==> config.mk <==
export PLATFORM = sky130hd
export DESIGN_NAME = fpp_core
export DESIGN_NICKNAME = d
export VERILOG_FILES = /design/src/fpp_pkg.sv /design/src/fpp_core.sv /design/src/fpp_ireg.sv
export SDC_FILE = /design/constraint.sdc
export NUM_CORES = 1
export LEC_CHECK = 0
export ABC_AREA = 1
export ABC_CLOCK_PERIOD_IN_PS = 3900
export BUFFER_PORTS_ARGS = -buffer_cell sky130_fd_sc_hd__buf_2
export CAP_MARGIN = 30
export CELL_PAD_IN_SITES_DETAIL_PLACEMENT = 1
export CELL_PAD_IN_SITES_GLOBAL_PLACEMENT = 2
export CORE_MARGIN = 1.5
export CORE_UTILIZATION = 33
export CTS_CLUSTER_SIZE = 25
export DETAILED_ROUTE_END_ITERATION = 10
export PLACE_DENSITY = 0.93
export SETUP_SLACK_MARGIN = 0.02
export SKIP_LAST_GASP = 1
export SLEW_MARGIN = 20
export SYNTH_ARGS = -nofsm -noshare
export SYNTH_HDL_FRONTEND = slang
export SYNTH_SLANG_ARGS = --single-unit
==> constraint.sdc <==
create_clock -name ref_clk -period 3.9 [get_ports ref_clk]
set_input_delay 1.17 -clock ref_clk [delete_from_list [all_inputs] [get_ports ref_clk]]
set_output_delay 1.17 -clock ref_clk [all_outputs]
set_load 0.05 [all_outputs]
==> src/fpp_pkg.sv <==
// Package: constants and types for the four-phase instruction pipeline
package fpp_pkg;
   localparam int PC_W        = 11;
   localparam int INSTR_W     = 16;
   localparam int DATA_W      = 8;
   localparam int NUM_PHASES  = 4;
   localparam logic [10:0] PC_RESET = 11'h000;
   localparam logic [15:0] NOP_INSTR = 16'h0000;
   localparam logic [1:0]  PH_FETCH = 2'h0;
   localparam logic [1:0]  PH_LAST  = 2'h3;

   typedef enum logic [2:0] {
      FPP_OP_NOP, FPP_OP_ALU, FPP_OP_JUMP,
      FPP_OP_SKIP, FPP_OP_PCL_WR
   } fpp_op_e;

   typedef enum logic [2:0] {
      FPP_ALU_ADD, FPP_ALU_SUB, FPP_ALU_AND, FPP_ALU_OR,
      FPP_ALU_XOR, FPP_ALU_RR, FPP_ALU_INC, FPP_ALU_DEC
   } fpp_alu_e;

   // Decoded instruction as presented by the decoder outside the block
   typedef struct packed {
      fpp_op_e   op;
      fpp_alu_e  alu;
      logic [7:0]  operand;
      logic [10:0] target;
      logic        skip_cond_zero;
   } fpp_dec_s;

   typedef struct packed {
      logic        fetch;
      logic [10:0] addr;
   } fpp_fetch_s;
endpackage

==> src/fpp_core.sv <==
// Four-phase fetch/execute pipeline control with 8-bit ALU datapath
// Function
// [RL1] Clock from fast or slow RC, selected
// [RL2] Four non-overlapping phases from system clock
// [RL3] Phase one: increment PC, start fetch
// [RL4] Phases two to four: decode and execute
// [RL5] Four phases per cycle, fetch overlaps execute
// [RL6] PC-changing instructions take two cycles
// [RL7] Branch: get target, then branch
// [RL8] Eight-bit ALU for all operations
// [RL9] Operands via accumulator; direct/indirect data access
// [RL10] Taken skip discards prefetch, runs dummy cycle
// [RL11] Low-byte PC write jumps in page, dummy
// [RL12] Reset restarts phases, flushes prefetch
`timescale 1ns/100ps
`default_nettype none
module fpp_core
   import fpp_pkg::*;
#(
   parameter int PCW = fpp_pkg::PC_W
) (
   input  wire logic                  ref_clk,
   input  wire logic                  arst_n,
   input  wire logic                  fast_internal_rc_osc,
   input  wire logic                  slow_internal_rc_osc,
   input  wire logic                  clk_sel_slow,
   input  wire logic [INSTR_W-1:0]    prog_rdata,
   input  wire fpp_pkg::fpp_dec_s     dec,
   input  wire logic [DATA_W-1:0]     mem_rdata,
   input  wire logic                  mem_indirect,
   input  wire logic [DATA_W-1:0]     ind_ptr,
   output var  fpp_pkg::fpp_fetch_s   fetch_out,
   output var  logic [INSTR_W-1:0]    exec_instr,
   output var  logic [3:0]            instruction_phase_clocks,
   output var  logic [DATA_W-1:0]     acc,
   output var  logic [DATA_W-1:0]     mem_addr,
   output var  logic [DATA_W-1:0]     program_counter_low_byte,
   output var  logic                  sys_clk_src
);
   import fpp_pkg::*;

   initial begin
      if (PCW != PC_W) $error("fpp_core: PCW must equal PC_W");
   end

   // ==========================================================
   // Oscillator selection
   // ==========================================================
   // The RC oscillators are sampled as pins; the sampled chosen source
   // toggles the phase sequencer. 3-stage sync, change on agreement.
   logic [2:0] fsync_r, fsync_nxt, ssync_r, ssync_nxt;
   logic       fsrc_r, fsrc_nxt, ssrc_r, ssrc_nxt;
   logic       sel_r, sel_nxt, tick_src_r, tick_src_nxt;
   logic       osc_tick;

   always_comb begin
      fsync_nxt = {fsync_r[1:0], fast_internal_rc_osc};
      ssync_nxt = {ssync_r[1:0], slow_internal_rc_osc};
      fsrc_nxt  = (fsync_r[2] == fsync_r[1]) ? fsync_r[2] : fsrc_r;
      ssrc_nxt  = (ssync_r[2] == ssync_r[1]) ? ssync_r[2] : ssrc_r;
      sel_nxt   = clk_sel_slow;
      tick_src_nxt = sel_r ? ssrc_r : fsrc_r;            // RL1
   end

   always_ff @(posedge ref_clk or negedge arst_n) begin
      if (!arst_n) begin
         fsync_r    <= 3'h0;
         ssync_r    <= 3'h0;
         fsrc_r     <= 1'b0;
         ssrc_r     <= 1'b0;
         sel_r      <= 1'b0;
         tick_src_r <= 1'b0;
      end else begin
         fsync_r    <= fsync_nxt;
         ssync_r    <= ssync_nxt;
         fsrc_r     <= fsrc_nxt;
         ssrc_r     <= ssrc_nxt;
         sel_r      <= sel_nxt;
         tick_src_r <= tick_src_nxt;
      end
   end

   // One system clock per rising edge of the chosen source
   assign osc_tick = (sel_r ? ssrc_r : fsrc_r) & ~tick_src_r;  // RL1

   // ==========================================================
   // Phase sequencer
   // ==========================================================
   typedef enum logic [1:0] {
      FPP_RUN, FPP_DUMMY, FPP_BR_TGT
   } fpp_state_e;

   logic [1:0]     ph_r, ph_nxt;
   logic [3:0]     phclk_r, phclk_nxt;
   fpp_state_e     st_r, st_nxt;
   logic [PCW-1:0] pc_r, pc_nxt;
   logic [DATA_W-1:0] acc_r, acc_nxt, maddr_r, maddr_nxt;
   logic           fetch_r, fetch_nxt, first_r, first_nxt;
   logic           ir_load, ir_flush, ir_valid;
   logic [INSTR_W-1:0] ir_data;
   logic           exec_ok;
   logic           cyc_end;

   assign cyc_end = osc_tick && (ph_r == PH_LAST);
   assign exec_ok = ir_valid && (st_r == FPP_RUN) && !first_r;

   function automatic logic [DATA_W-1:0] alu(input fpp_alu_e f,
         input logic [DATA_W-1:0] a, input logic [DATA_W-1:0] b);
      case (f)
         FPP_ALU_ADD: alu = a + b;
         FPP_ALU_SUB: alu = a - b;
         FPP_ALU_AND: alu = a & b;
         FPP_ALU_OR:  alu = a | b;
         FPP_ALU_XOR: alu = a ^ b;
         FPP_ALU_RR:  alu = {a[0], a[DATA_W-1:1]};
         FPP_ALU_INC: alu = a + 8'h01;
         FPP_ALU_DEC: alu = a - 8'h01;
         default:     alu = a;
      endcase
   endfunction

   always_comb begin
      ph_nxt    = ph_r;
      phclk_nxt = phclk_r;
      st_nxt    = st_r;
      pc_nxt    = pc_r;
      acc_nxt   = acc_r;
      maddr_nxt = maddr_r;
      fetch_nxt = 1'b0;
      first_nxt = first_r;
      ir_load   = 1'b0;
      ir_flush  = 1'b0;
      if (osc_tick) begin
         ph_nxt    = ph_r + 2'h1;                        // RL2
         phclk_nxt = 4'h1 << ph_nxt;                     // RL2
         if (ph_nxt == PH_FETCH) begin
            pc_nxt    = pc_r + 11'h001;                  // RL3
            fetch_nxt = 1'b1;                            // RL3
         end
      end
      // Decode on phase two, execute at the end of phase four
      if (osc_tick && ph_r == 2'h1 && exec_ok) begin    // RL4
         maddr_nxt = mem_indirect ? ind_ptr : dec.operand;  // RL9
      end
      if (cyc_end) begin                                 // RL5
         ir_load   = 1'b1;
         ir_flush  = first_r;                            // RL12
         first_nxt = 1'b0;
         case (st_r)
            FPP_RUN: begin
               if (exec_ok) begin
                  case (dec.op)
                     FPP_OP_ALU:
                        acc_nxt = alu(dec.alu, acc_r, mem_rdata); // RL8 RL9
                     FPP_OP_JUMP: begin
                        pc_nxt   = dec.target;           // RL7
                        ir_flush = 1'b1;                 // RL6
                        st_nxt   = FPP_BR_TGT;           // RL6
                     end
                     FPP_OP_SKIP: begin
                        if ((mem_rdata == 8'h00) == dec.skip_cond_zero) begin
                           ir_flush = 1'b1;              // RL10
                           st_nxt   = FPP_DUMMY;         // RL10
                        end
                     end
                     FPP_OP_PCL_WR: begin
                        pc_nxt   = {pc_r[PCW-1:DATA_W], acc_r};  // RL11
                        ir_flush = 1'b1;                 // RL11
                        st_nxt   = FPP_BR_TGT;           // RL11
                     end
                     default: ;
                  endcase
               end
            end
            // Both fetch the right word; its load at the end is kept
            FPP_BR_TGT: st_nxt = FPP_RUN;                // RL7
            FPP_DUMMY:  st_nxt = FPP_RUN;                // RL10
            default: st_nxt = FPP_RUN;
         endcase
      end
   end

   always_ff @(posedge ref_clk or negedge arst_n) begin
      if (!arst_n) begin
         ph_r    <= PH_LAST;                             // RL12
         phclk_r <= 4'h0;
         st_r    <= FPP_RUN;
         pc_r    <= PC_RESET - 11'h001;
         acc_r   <= 8'h00;
         maddr_r <= 8'h00;
         fetch_r <= 1'b0;
         first_r <= 1'b1;                                // RL12
      end else begin
         ph_r    <= ph_nxt;
         phclk_r <= phclk_nxt;
         st_r    <= st_nxt;
         pc_r    <= pc_nxt;
         acc_r   <= acc_nxt;
         maddr_r <= maddr_nxt;
         fetch_r <= fetch_nxt;
         first_r <= first_nxt;
      end
   end

   fpp_ireg #(.WIDTH(INSTR_W)) u_ireg (
      .ref_clk (ref_clk),
      .arst_n  (arst_n),
      .load    (ir_load),
      .flush   (ir_flush),
      .wdata   (prog_rdata),
      .rdata   (ir_data),
      .valid   (ir_valid)
   );

   logic [INSTR_W-1:0] exec_r;
   always_ff @(posedge ref_clk or negedge arst_n) begin
      if (!arst_n) exec_r <= NOP_INSTR;
      else         exec_r <= exec_ok ? ir_data : NOP_INSTR;
   end

   assign fetch_out       = '{fetch: fetch_r, addr: pc_r};
   assign exec_instr      = exec_r;
   assign instruction_phase_clocks = phclk_r;
   assign acc             = acc_r;
   assign mem_addr        = maddr_r;
   assign program_counter_low_byte = pc_r[DATA_W-1:0];
   assign sys_clk_src     = sel_r;

   // ==========================================================
   // Assertions
   // ==========================================================
   property p_onehot;
      @(posedge ref_clk) disable iff (!arst_n)
      phclk_r != 4'h0 |-> $onehot(phclk_r);
   endproperty
   a_onehot: assert property (p_onehot)                  // RL2
      else $error("phase clocks overlap");

   property p_pc_inc;
      @(posedge ref_clk) disable iff (!arst_n)
      (cyc_end && !(exec_ok && (dec.op == FPP_OP_JUMP ||
                                dec.op == FPP_OP_PCL_WR)))
         |=> pc_r == $past(pc_r) + 11'h001 && fetch_r;
   endproperty
   a_pc_inc: assert property (p_pc_inc)                  // RL3
      else $error("pc not incremented at phase one");

   property p_ph_step;
      @(posedge ref_clk) disable iff (!arst_n)
      osc_tick |=> ph_r == $past(ph_r) + 2'h1;
   endproperty
   a_ph_step: assert property (p_ph_step)                // RL5
      else $error("phase did not advance");

   property p_br_two;
      @(posedge ref_clk) disable iff (!arst_n)
      (cyc_end && st_r == FPP_BR_TGT) |=> st_r == FPP_RUN && ir_valid;
   endproperty
   a_br_two: assert property (p_br_two)                  // RL6
      else $error("branch second cycle missing");

   property p_br_tgt;
      @(posedge ref_clk) disable iff (!arst_n)
      (cyc_end && exec_ok && dec.op == FPP_OP_JUMP)
         |=> pc_r == $past(dec.target) && st_r == FPP_BR_TGT && !ir_valid;
   endproperty
   a_br_tgt: assert property (p_br_tgt)                  // RL7
      else $error("branch target not loaded");

   property p_dummy;
      @(posedge ref_clk) disable iff (!arst_n)
      (cyc_end && exec_ok && dec.op == FPP_OP_SKIP &&
       (mem_rdata == 8'h00) == dec.skip_cond_zero)
         |=> !ir_valid && st_r == FPP_DUMMY;
   endproperty
   a_dummy: assert property (p_dummy)                    // RL10
      else $error("dummy cycle did not flush");

   property p_pcl_page;
      @(posedge ref_clk) disable iff (!arst_n)
      (cyc_end && exec_ok && dec.op == FPP_OP_PCL_WR)
         |=> pc_r == {$past(pc_r[PCW-1:DATA_W]), $past(acc_r)};
   endproperty
   a_pcl_page: assert property (p_pcl_page)              // RL11
      else $error("low byte write left page");

   property p_no_exec;
      @(posedge ref_clk) disable iff (!arst_n)
      !exec_ok |=> exec_r == NOP_INSTR;
   endproperty
   a_no_exec: assert property (p_no_exec)                // RL12
      else $error("flushed instruction executed");

   c_jump: cover property (@(posedge ref_clk) disable iff (!arst_n)
      cyc_end && st_r == FPP_BR_TGT);
   c_skip: cover property (@(posedge ref_clk) disable iff (!arst_n)
      cyc_end && exec_ok && dec.op == FPP_OP_SKIP);
   c_slow: cover property (@(posedge ref_clk) disable iff (!arst_n)
      sel_r && osc_tick);
endmodule
`default_nettype wire

==> src/fpp_ireg.sv <==
// Prefetch instruction register with registered read data
`timescale 1ns/100ps
`default_nettype none
module fpp_ireg #(
   parameter int WIDTH = 16
) (
   input  wire logic             ref_clk,
   input  wire logic             arst_n,
   input  wire logic             load,
   input  wire logic             flush,
   input  wire logic [WIDTH-1:0] wdata,
   output var  logic [WIDTH-1:0] rdata,
   output var  logic             valid
);
   logic [WIDTH-1:0] data_r, data_nxt;
   logic             vld_r, vld_nxt;

   initial begin
      if (WIDTH < 1) $error("fpp_ireg: WIDTH must be positive");
   end

   always_comb begin
      data_nxt = data_r;
      vld_nxt  = vld_r;
      // A flush beats a load so a squashed fetch never reaches execute
      if (flush) begin
         data_nxt = '0;
         vld_nxt  = 1'b0;
      end else if (load) begin
         data_nxt = wdata;
         vld_nxt  = 1'b1;
      end
   end

   always_ff @(posedge ref_clk or negedge arst_n) begin
      if (!arst_n) begin
         data_r <= '0;
         vld_r  <= 1'b0;
      end else begin
         data_r <= data_nxt;
         vld_r  <= vld_nxt;
      end
   end

   assign rdata = data_r;
   assign valid = vld_r;
endmodule
`default_nettype wire

==> flow_summary.toml, run 1 <==
[hold_path]
hold_path_class = "reg -> reg"

[synthesis]
synthDominantCellAreaShare_pct = 35.9
synth_cell_type_count = 41
yosys_warnings = 0
synth_area_per_cell_um2 = 8.36
yosysTopAreaCell = "dfrtp_1"
synth_seq_cells = 80
seq_area_frac_synth_pct = 43.9
synthTopCellsByArea = "dfrtp_1 (36%), nand2_1 (11%), ha_1 (8.4%)"
syn_area_mm2 = 0.00460
synth_fp_nets = 647
netlist_instances = 551

[drt]
antenna_left = 0
wl_mm = 13.8
dr.first_iter.drc_count = 163
wl_per_cell_um = 16.3
viasPerCell = 4.97
dr.pass1.iters = 5
vias = 4214
drc_errors = 0

[critical_path]
cp_slowest_cell = "fa_1"
path_cells = "buf_2 -> ha_1 -> inv_1 -> nand2_1 -> inv_2 -> nor2_4 -> o21ai_0 -> o21ai_0 -> fa_1 -> nand3_1 -> nand3_1 -> nand2_1 -> nand2_1 -> a21oi_1 -> xnor2_1 -> nand2_1 -> a21oi_1"
critical_path_arrival_ns = 3.47
endpoint_kind = "register"
path_common_cell = "nand2_1"
max_stage_delay_ns = 0.47
worstPathMaxFanout = 7
critPathBufInv = 3
start_kind = "primary input"
worst-setup-path-type = "in -> reg"
critPathRequiredTime_ns = 4.17
crit_family = "adder cells"

[place]
hpwl_mm = 10.7
io_buffers = 120
dp_worst_setup_slack_ns = 0.370
gp_routability_congestion = 0.932
dp_cells = 833

[pwr]
internal-power_mw = 2.28
combPwrFrac_pct = 49.6
power.density_mw_per_mm2 = 806
p_seq_share_pct = 31.9
clkPwrFrac_pct = 18.4
p_sw_mw = 2.27
netSwitchingFraction_pct = 49.9
max-vdd-ir-drop_mv = 0.402
power.leakage_nw = 2.97

[grt]
grt_remaining_overflow = 0
track_usage_pct = 19.8
grt_pass1_vias = 4481
antenna_found_initial = 0
grt_max_degree = 45
grt_first_pass_wirelength_mm = 22.4

[cells_and_area]
drive_gt1_share_pct = 26.0
nNetsFinal = 764
multi_input_area_mm2 = 0.00220
syn2layout_area_growth_pct = 22.5
regArea_mm2 = 0.00202
antennaDiodeCount = 0
fillers = 1682
final_cell_count_no_fill = 848

[floorplan]
start_util_pct = 34.2
core_mm2 = 0.0135
die_h_um = 121
io_pins = 121
die_width_um = 121
fp-row-count = 42
dieArea_mm2 = 0.0147

[timing]
setup_viol = 0
skew_ns = 0.00777
timing.setup.tns_ns = 0
whs_ns = 0.352
timing.final.crit_period_ns = 3.20
min_period_over_period_pct = 82.0
slew_viol_final = 0
slew_headroom_pct = 45.0
fmax_mhz = 313
setup_ws_ns = 0.704
worstMarginPinSlew_ns = 0.819
grt_setup_unrepaired = "no"
hold_viol_final = 0

[clock_network]
numClockSinks = 80
hold_buffers = 0
cts_tree = "yes"
root_buffer = "clkbuf_16"
clk_path_buf_depth = 2
cts_max_level = 3
post_cts_resized = 0
worstSkewPairLatency_ns = 0.34
cts-buffers-inserted = 9
post_cts_buffers = 0
path_clk_slew_ns = 0.06

[flow_run]
drv_cap = 0

[status]
status = "finished clean"
-- synthesized netlist by cell type, drive strengths merged --
| master | count |
|---|---|
| nand2 | 134 |
| inv | 67 |
| dfrtp | 66 |
| nor2 | 56 |
| nand3 | 46 |
| ha | 31 |
| o21ai | 30 |
| a21oi | 28 |
| buf | 16 |
| dfstp | 14 |
| o211ai | 11 |
| mux2i | 8 |
| xor2 | 8 |
| nor3 | 6 |
| nand4 | 5 |
| or2 | 4 |
| clkinv | 3 |
| o221ai | 3 |
| xnor2 | 3 |
| maj3 | 2 |
| o21bai | 2 |
| o22ai | 2 |
| a21o | 1 |
| and3 | 1 |
| clkbuf | 1 |
| fa | 1 |
| nand3b | 1 |
| o31ai | 1 |
-- path summary, 6_finish.rpt --
kind / from / end / slack, ns / depth (start not counted)
hold / removal: fsync_r[0] / fsync_r[1] / 0.35 / 0
hold reg to reg: fsync_r[0] / fsync_r[1] / 0.35 / 0
setup reg to reg: st_r[1] / acc[4] / 1.39 / 9
setup / recovery: dec[21] / acc[6] / 0.70 / 17
min in group asynchronous: arst_n / fsync_r[0] / 0.79 / 1
max in group asynchronous: arst_n / first_r / 2.46 / 2
-- layout by cell type, fill, tap and decap left out, types with 4 or more instances in the layout --
master and instances:
nor2_1 49, nand2_1 129, clkbuf_16 9, nor3_1 6
o21ai_0 28, mux2i_1 8, inv_1 64, o211ai_1 11
nand2_4 4, ha_1 31, dfrtp_1 66, dfstp_2 14
buf_2 119, xor2_1 8, nand3_1 43, or2_2 4
nand4_1 5, a21oi_1 28, nor2_4 4
-- registers in the layout, summed over array words and instances, names as in the netlist, 2 cells and up --
signal / flops
mem_addr: 8
pc_r: 11
instruction_phase_clocks: 4
fsync_r: 3
st_r: 2
acc: 8
ssync_r: 3
u_ireg.rdata: 16
ph_r: 2
exec_instr: 16
-- area by class of cell --
cell class / count / share of cell area [%]
Sequential cell: 80 / 35.8
Inverter: 70 / 4.68
Multi-Input combinational cell: 384 / 39.1
Tap cell: 176 / 3.90
Clock buffer: 12 / 4.37
Timing Repair Buffer: 123 / 11.4
Clock inverter: 3 / 0.754
-- power by group through the flow --
stage / sequential (mW) / combinational (mW) / clock [mW]
3_5_place_dp: 1.47 / 2.27 / 0
6_report: 1.45 / 2.26 / 0.838
3_3_place_gp: 1.44 / 2.20 / 0
5_1_grt: 1.50 / 2.46 / 0.892
4_1_cts: 1.46 / 2.28 / 0.861
2_1_floorplan: 2.15 / 1.01 / 0
-- per-stage QoR --
step           total power [mW]  area, µm²  util, %
2_1_floorplan              3.17       4600        -
3_3_place_gp               3.65       5330     39.6
3_5_place_dp               3.73       5350     39.8
4_1_cts                    4.60       5640     41.9
5_1_grt                    4.85       5640     41.9
6_report                   4.55       5640     41.9
-- cell families after synthesis --
logic type                 after synthesis  synth area share (%)
AOI/OAI and AO/OA                       78                  9.76
xor gates and xnor gates                11                  2.09
adders and majority gates               34                  9.29
buffers and inverters                   87                  8.29
DFF                                     80                  43.9
muxes                                    8                  1.74
and+or+nand+nor                        253                  25.0
-- per-layer routing --
layer  vias to the layer above  GRT usage [%]  routed length [µm]
li1                       2010              -                   -
met1                      2058           24.6                6130
met2                       115           33.7                6640
met3                        31           4.23                 660
met4                         0           7.43                 348
met5                         -              0                   0
Note: power is estimated with default switching activity, not from simulation.
==> inputs of run 2 (changes only) <==
--- a/config.mk
+++ b/config.mk
@@ -6,16 +6,16 @@
 export NUM_CORES = 1
 export LEC_CHECK = 0
 export ABC_AREA = 1
-export ABC_CLOCK_PERIOD_IN_PS = 3900
+export ABC_CLOCK_PERIOD_IN_PS = 2690
 export BUFFER_PORTS_ARGS = -buffer_cell sky130_fd_sc_hd__buf_2
 export CAP_MARGIN = 30
 export CELL_PAD_IN_SITES_DETAIL_PLACEMENT = 1
 export CELL_PAD_IN_SITES_GLOBAL_PLACEMENT = 2
 export CORE_MARGIN = 1.5
-export CORE_UTILIZATION = 33
+export CORE_UTILIZATION = 28
 export CTS_CLUSTER_SIZE = 25
 export DETAILED_ROUTE_END_ITERATION = 10
-export PLACE_DENSITY = 0.93
+export PLACE_DENSITY = 0.85
 export SETUP_SLACK_MARGIN = 0.02
 export SKIP_LAST_GASP = 1
 export SLEW_MARGIN = 20
==> constraint.sdc (replaced) <==
create_clock -name ref_clk -period 2.69 [get_ports ref_clk]
set_input_delay 0.807 -clock ref_clk [delete_from_list [all_inputs] [get_ports ref_clk]]
set_output_delay 0.807 -clock ref_clk [all_outputs]
set_load 0.05 [all_outputs]
==> run 2 against run 1 <==
  * Die area increased by 17%
  * Cell area is 5.3% higher
  * Sequential power increased by 46%
  * Total power grew 47%
  * Core utilization decreased by 4.8 points
  * Flip-flop and latch count unchanged
  * Critical path type unchanged
  * Largest power group unchanged
==> flow_summary.toml, run 2 (synthesized netlist as in run 1, its figures left out) <==
[drt]
drc_errors = 0
wl_mm = 14.3
antenna_left = 0
wl_per_cell_um = 15.6
dr.first_iter.drc_count = 167
viasPerCell = 4.60
dr.pass1.iters = 4
vias = 4227

[critical_path]
path_common_cell = "nand2_1"
worst-setup-path-type = "in -> reg"
critPathRequiredTime_ns = 2.95
path_cells = "buf_2 -> ha_1 -> inv_1 -> nand2_1 -> inv_2 -> nor2_4 -> o21ai_0 -> o21ai_0 -> ha_1 -> buf_4 -> nand2_1 -> nor2_1 -> a21o_1 -> inv_1 -> nand2_1 -> nand3_1 -> a21oi_1"
start_kind = "primary input"
critical_path_arrival_ns = 2.78
crit_family = "adder cells"
worstPathMaxFanout = 4
max_stage_delay_ns = 0.37
endpoint_kind = "register"
cp_slowest_cell = "ha_1"
critPathBufInv = 5
ff2ff_path_depth = 12
cp.depth = 17

[cells_and_area]
antennaDiodeCount = 0
fin_util_pct = 37.1
final_cell_mix = "nand2_1 (127), buf_2 (119), dfrtp_1 (66)"
stdcell_area_mm2 = 0.00594
drive_gt1_share_pct = 31.0
syn2layout_area_growth_pct = 29.0
final_cell_count_no_fill = 919
nNetsFinal = 795
final_common_cell = "nand2_1"

[clock_network]
hold_buffers = 0
worstSkewPairLatency_ns = 0.34
cts_max_level = 3
cts-buffers-inserted = 9
clk_path_buf_depth = 2
post_cts_resized = 0
path_clk_slew_ns = 0.06
root_buffer = "clkbuf_16"
cts_tree = "yes"
numClockSinks = 80
post_cts_buffers = 0

[place]
io_buffers = 120
hpwl_mm = 11.2
dp_worst_setup_slack_ns = -0.226
dpl-instance-area_mm2 = 0.00563
gp_routability_congestion = 0.838
dp_cells = 904

[timing]
hold_viol_final = 0
setup_ws_ns = 0.169
grt_setup_unrepaired = "yes"
timing.final.crit_period_ns = 2.52
slew_headroom_pct = 65.9
skew_ns = 0.00923
worstMarginPinSlew_ns = 0.510
timing.setup.tns_ns = 0
whs_ns = 0.347
setup_viol = 0
min_period_over_period_pct = 93.7
fmax_mhz = 397
slew_viol_final = 0

[pwr]
power.leakage_nw = 3.10
p_sw_mw = 3.35
internal-power_mw = 3.33
max-vdd-ir-drop_mv = 0.485
p_seq_share_pct = 31.5
netSwitchingFraction_pct = 50.2
power.density_mw_per_mm2 = 1130
clkPwrFrac_pct = 16.2
power_mw = 6.69
combPwrFrac_pct = 52.3

[grt]
grt_first_pass_wirelength_mm = 23.4
antenna_found_initial = 0
grt_pass1_vias = 4616
grt_max_degree = 44
grt_remaining_overflow = 0
track_usage_pct = 17.2

[floorplan]
io_pins = 121
dieArea_mm2 = 0.0172
die_h_um = 131
die_width_um = 131
fp-row-count = 46
start_util_pct = 28.8
core_mm2 = 0.0160

[flow_run]
drv_cap = 0

[status]
status = "finished clean"

[hold_path]
hold_path_class = "in -> async"
==> run 2: cell count changes in the layout (fill, tap and decap cells not counted), moves of 4 or more <==
cell,change
buf_4,+31
a21oi_1,-5
a21oi_2,+5
o21ai_0,-4
o21ai_1,+4
==> run 2: path summary, 6_finish.rpt <==
path                       startpoint          end  slack, ns
hold / removal                 arst_n  mem_addr[5]       0.35
min in group ref_clk       ssync_r[0]   ssync_r[1]       0.35
hold reg to reg            ssync_r[0]   ssync_r[1]       0.35
setup reg to reg               acc[0]       acc[6]       0.59
max in group asynchronous      arst_n      ph_r[0]       1.72
setup / recovery              dec[21]       acc[7]       0.17
==> run 2: power by group through the flow <==
stage | Sequential, mW | Clock [mW] | Combinational [mW]
3_3_place_gp | 2.10 | 0 | 3.33
6_report | 2.11 | 1.08 | 3.49
5_1_grt | 2.18 | 1.17 | 3.79
4_1_cts | 2.11 | 1.13 | 3.45
3_5_place_dp | 2.13 | 0 | 3.44
2_1_floorplan | 3.12 | 0 | 1.47
==> run 2: cell type report <==
type / instances / area (µm²)
repair buffers: 154 / 871
flip-flops and latches: 80 / 2020
inverters: 70 / 264
well taps: 216 / 270
clock inverters: 4 / 22.5
multi-input cells: 384 / 2260
fillers: 1965 / 10100
clock buffers: 11 / 233
==> run 2: metal layers <==
metal	GRT usage (%)	part of all wire (%)	up-vias
met1	20.5	43	2070
met2	30.7	52	74
met4	5.12	1.5	0
met5	0	0	-
li1	-	-	2069
met3	3.74	3.5	14
==> run 2: worst reg2reg max path: stages (launching register included) <==
cell and delay [ns]:
dfrtp_1 0.47, inv_1 0.19, ha_1 0.19, inv_1 0.08, fa_2 0.35, nand3_1 0.09
nand3_1 0.09, nand2_1 0.07, nand2_1 0.06, a21oi_2 0.14, xnor2_1 0.13, nand2_1 0.08
a21oi_2 0.11
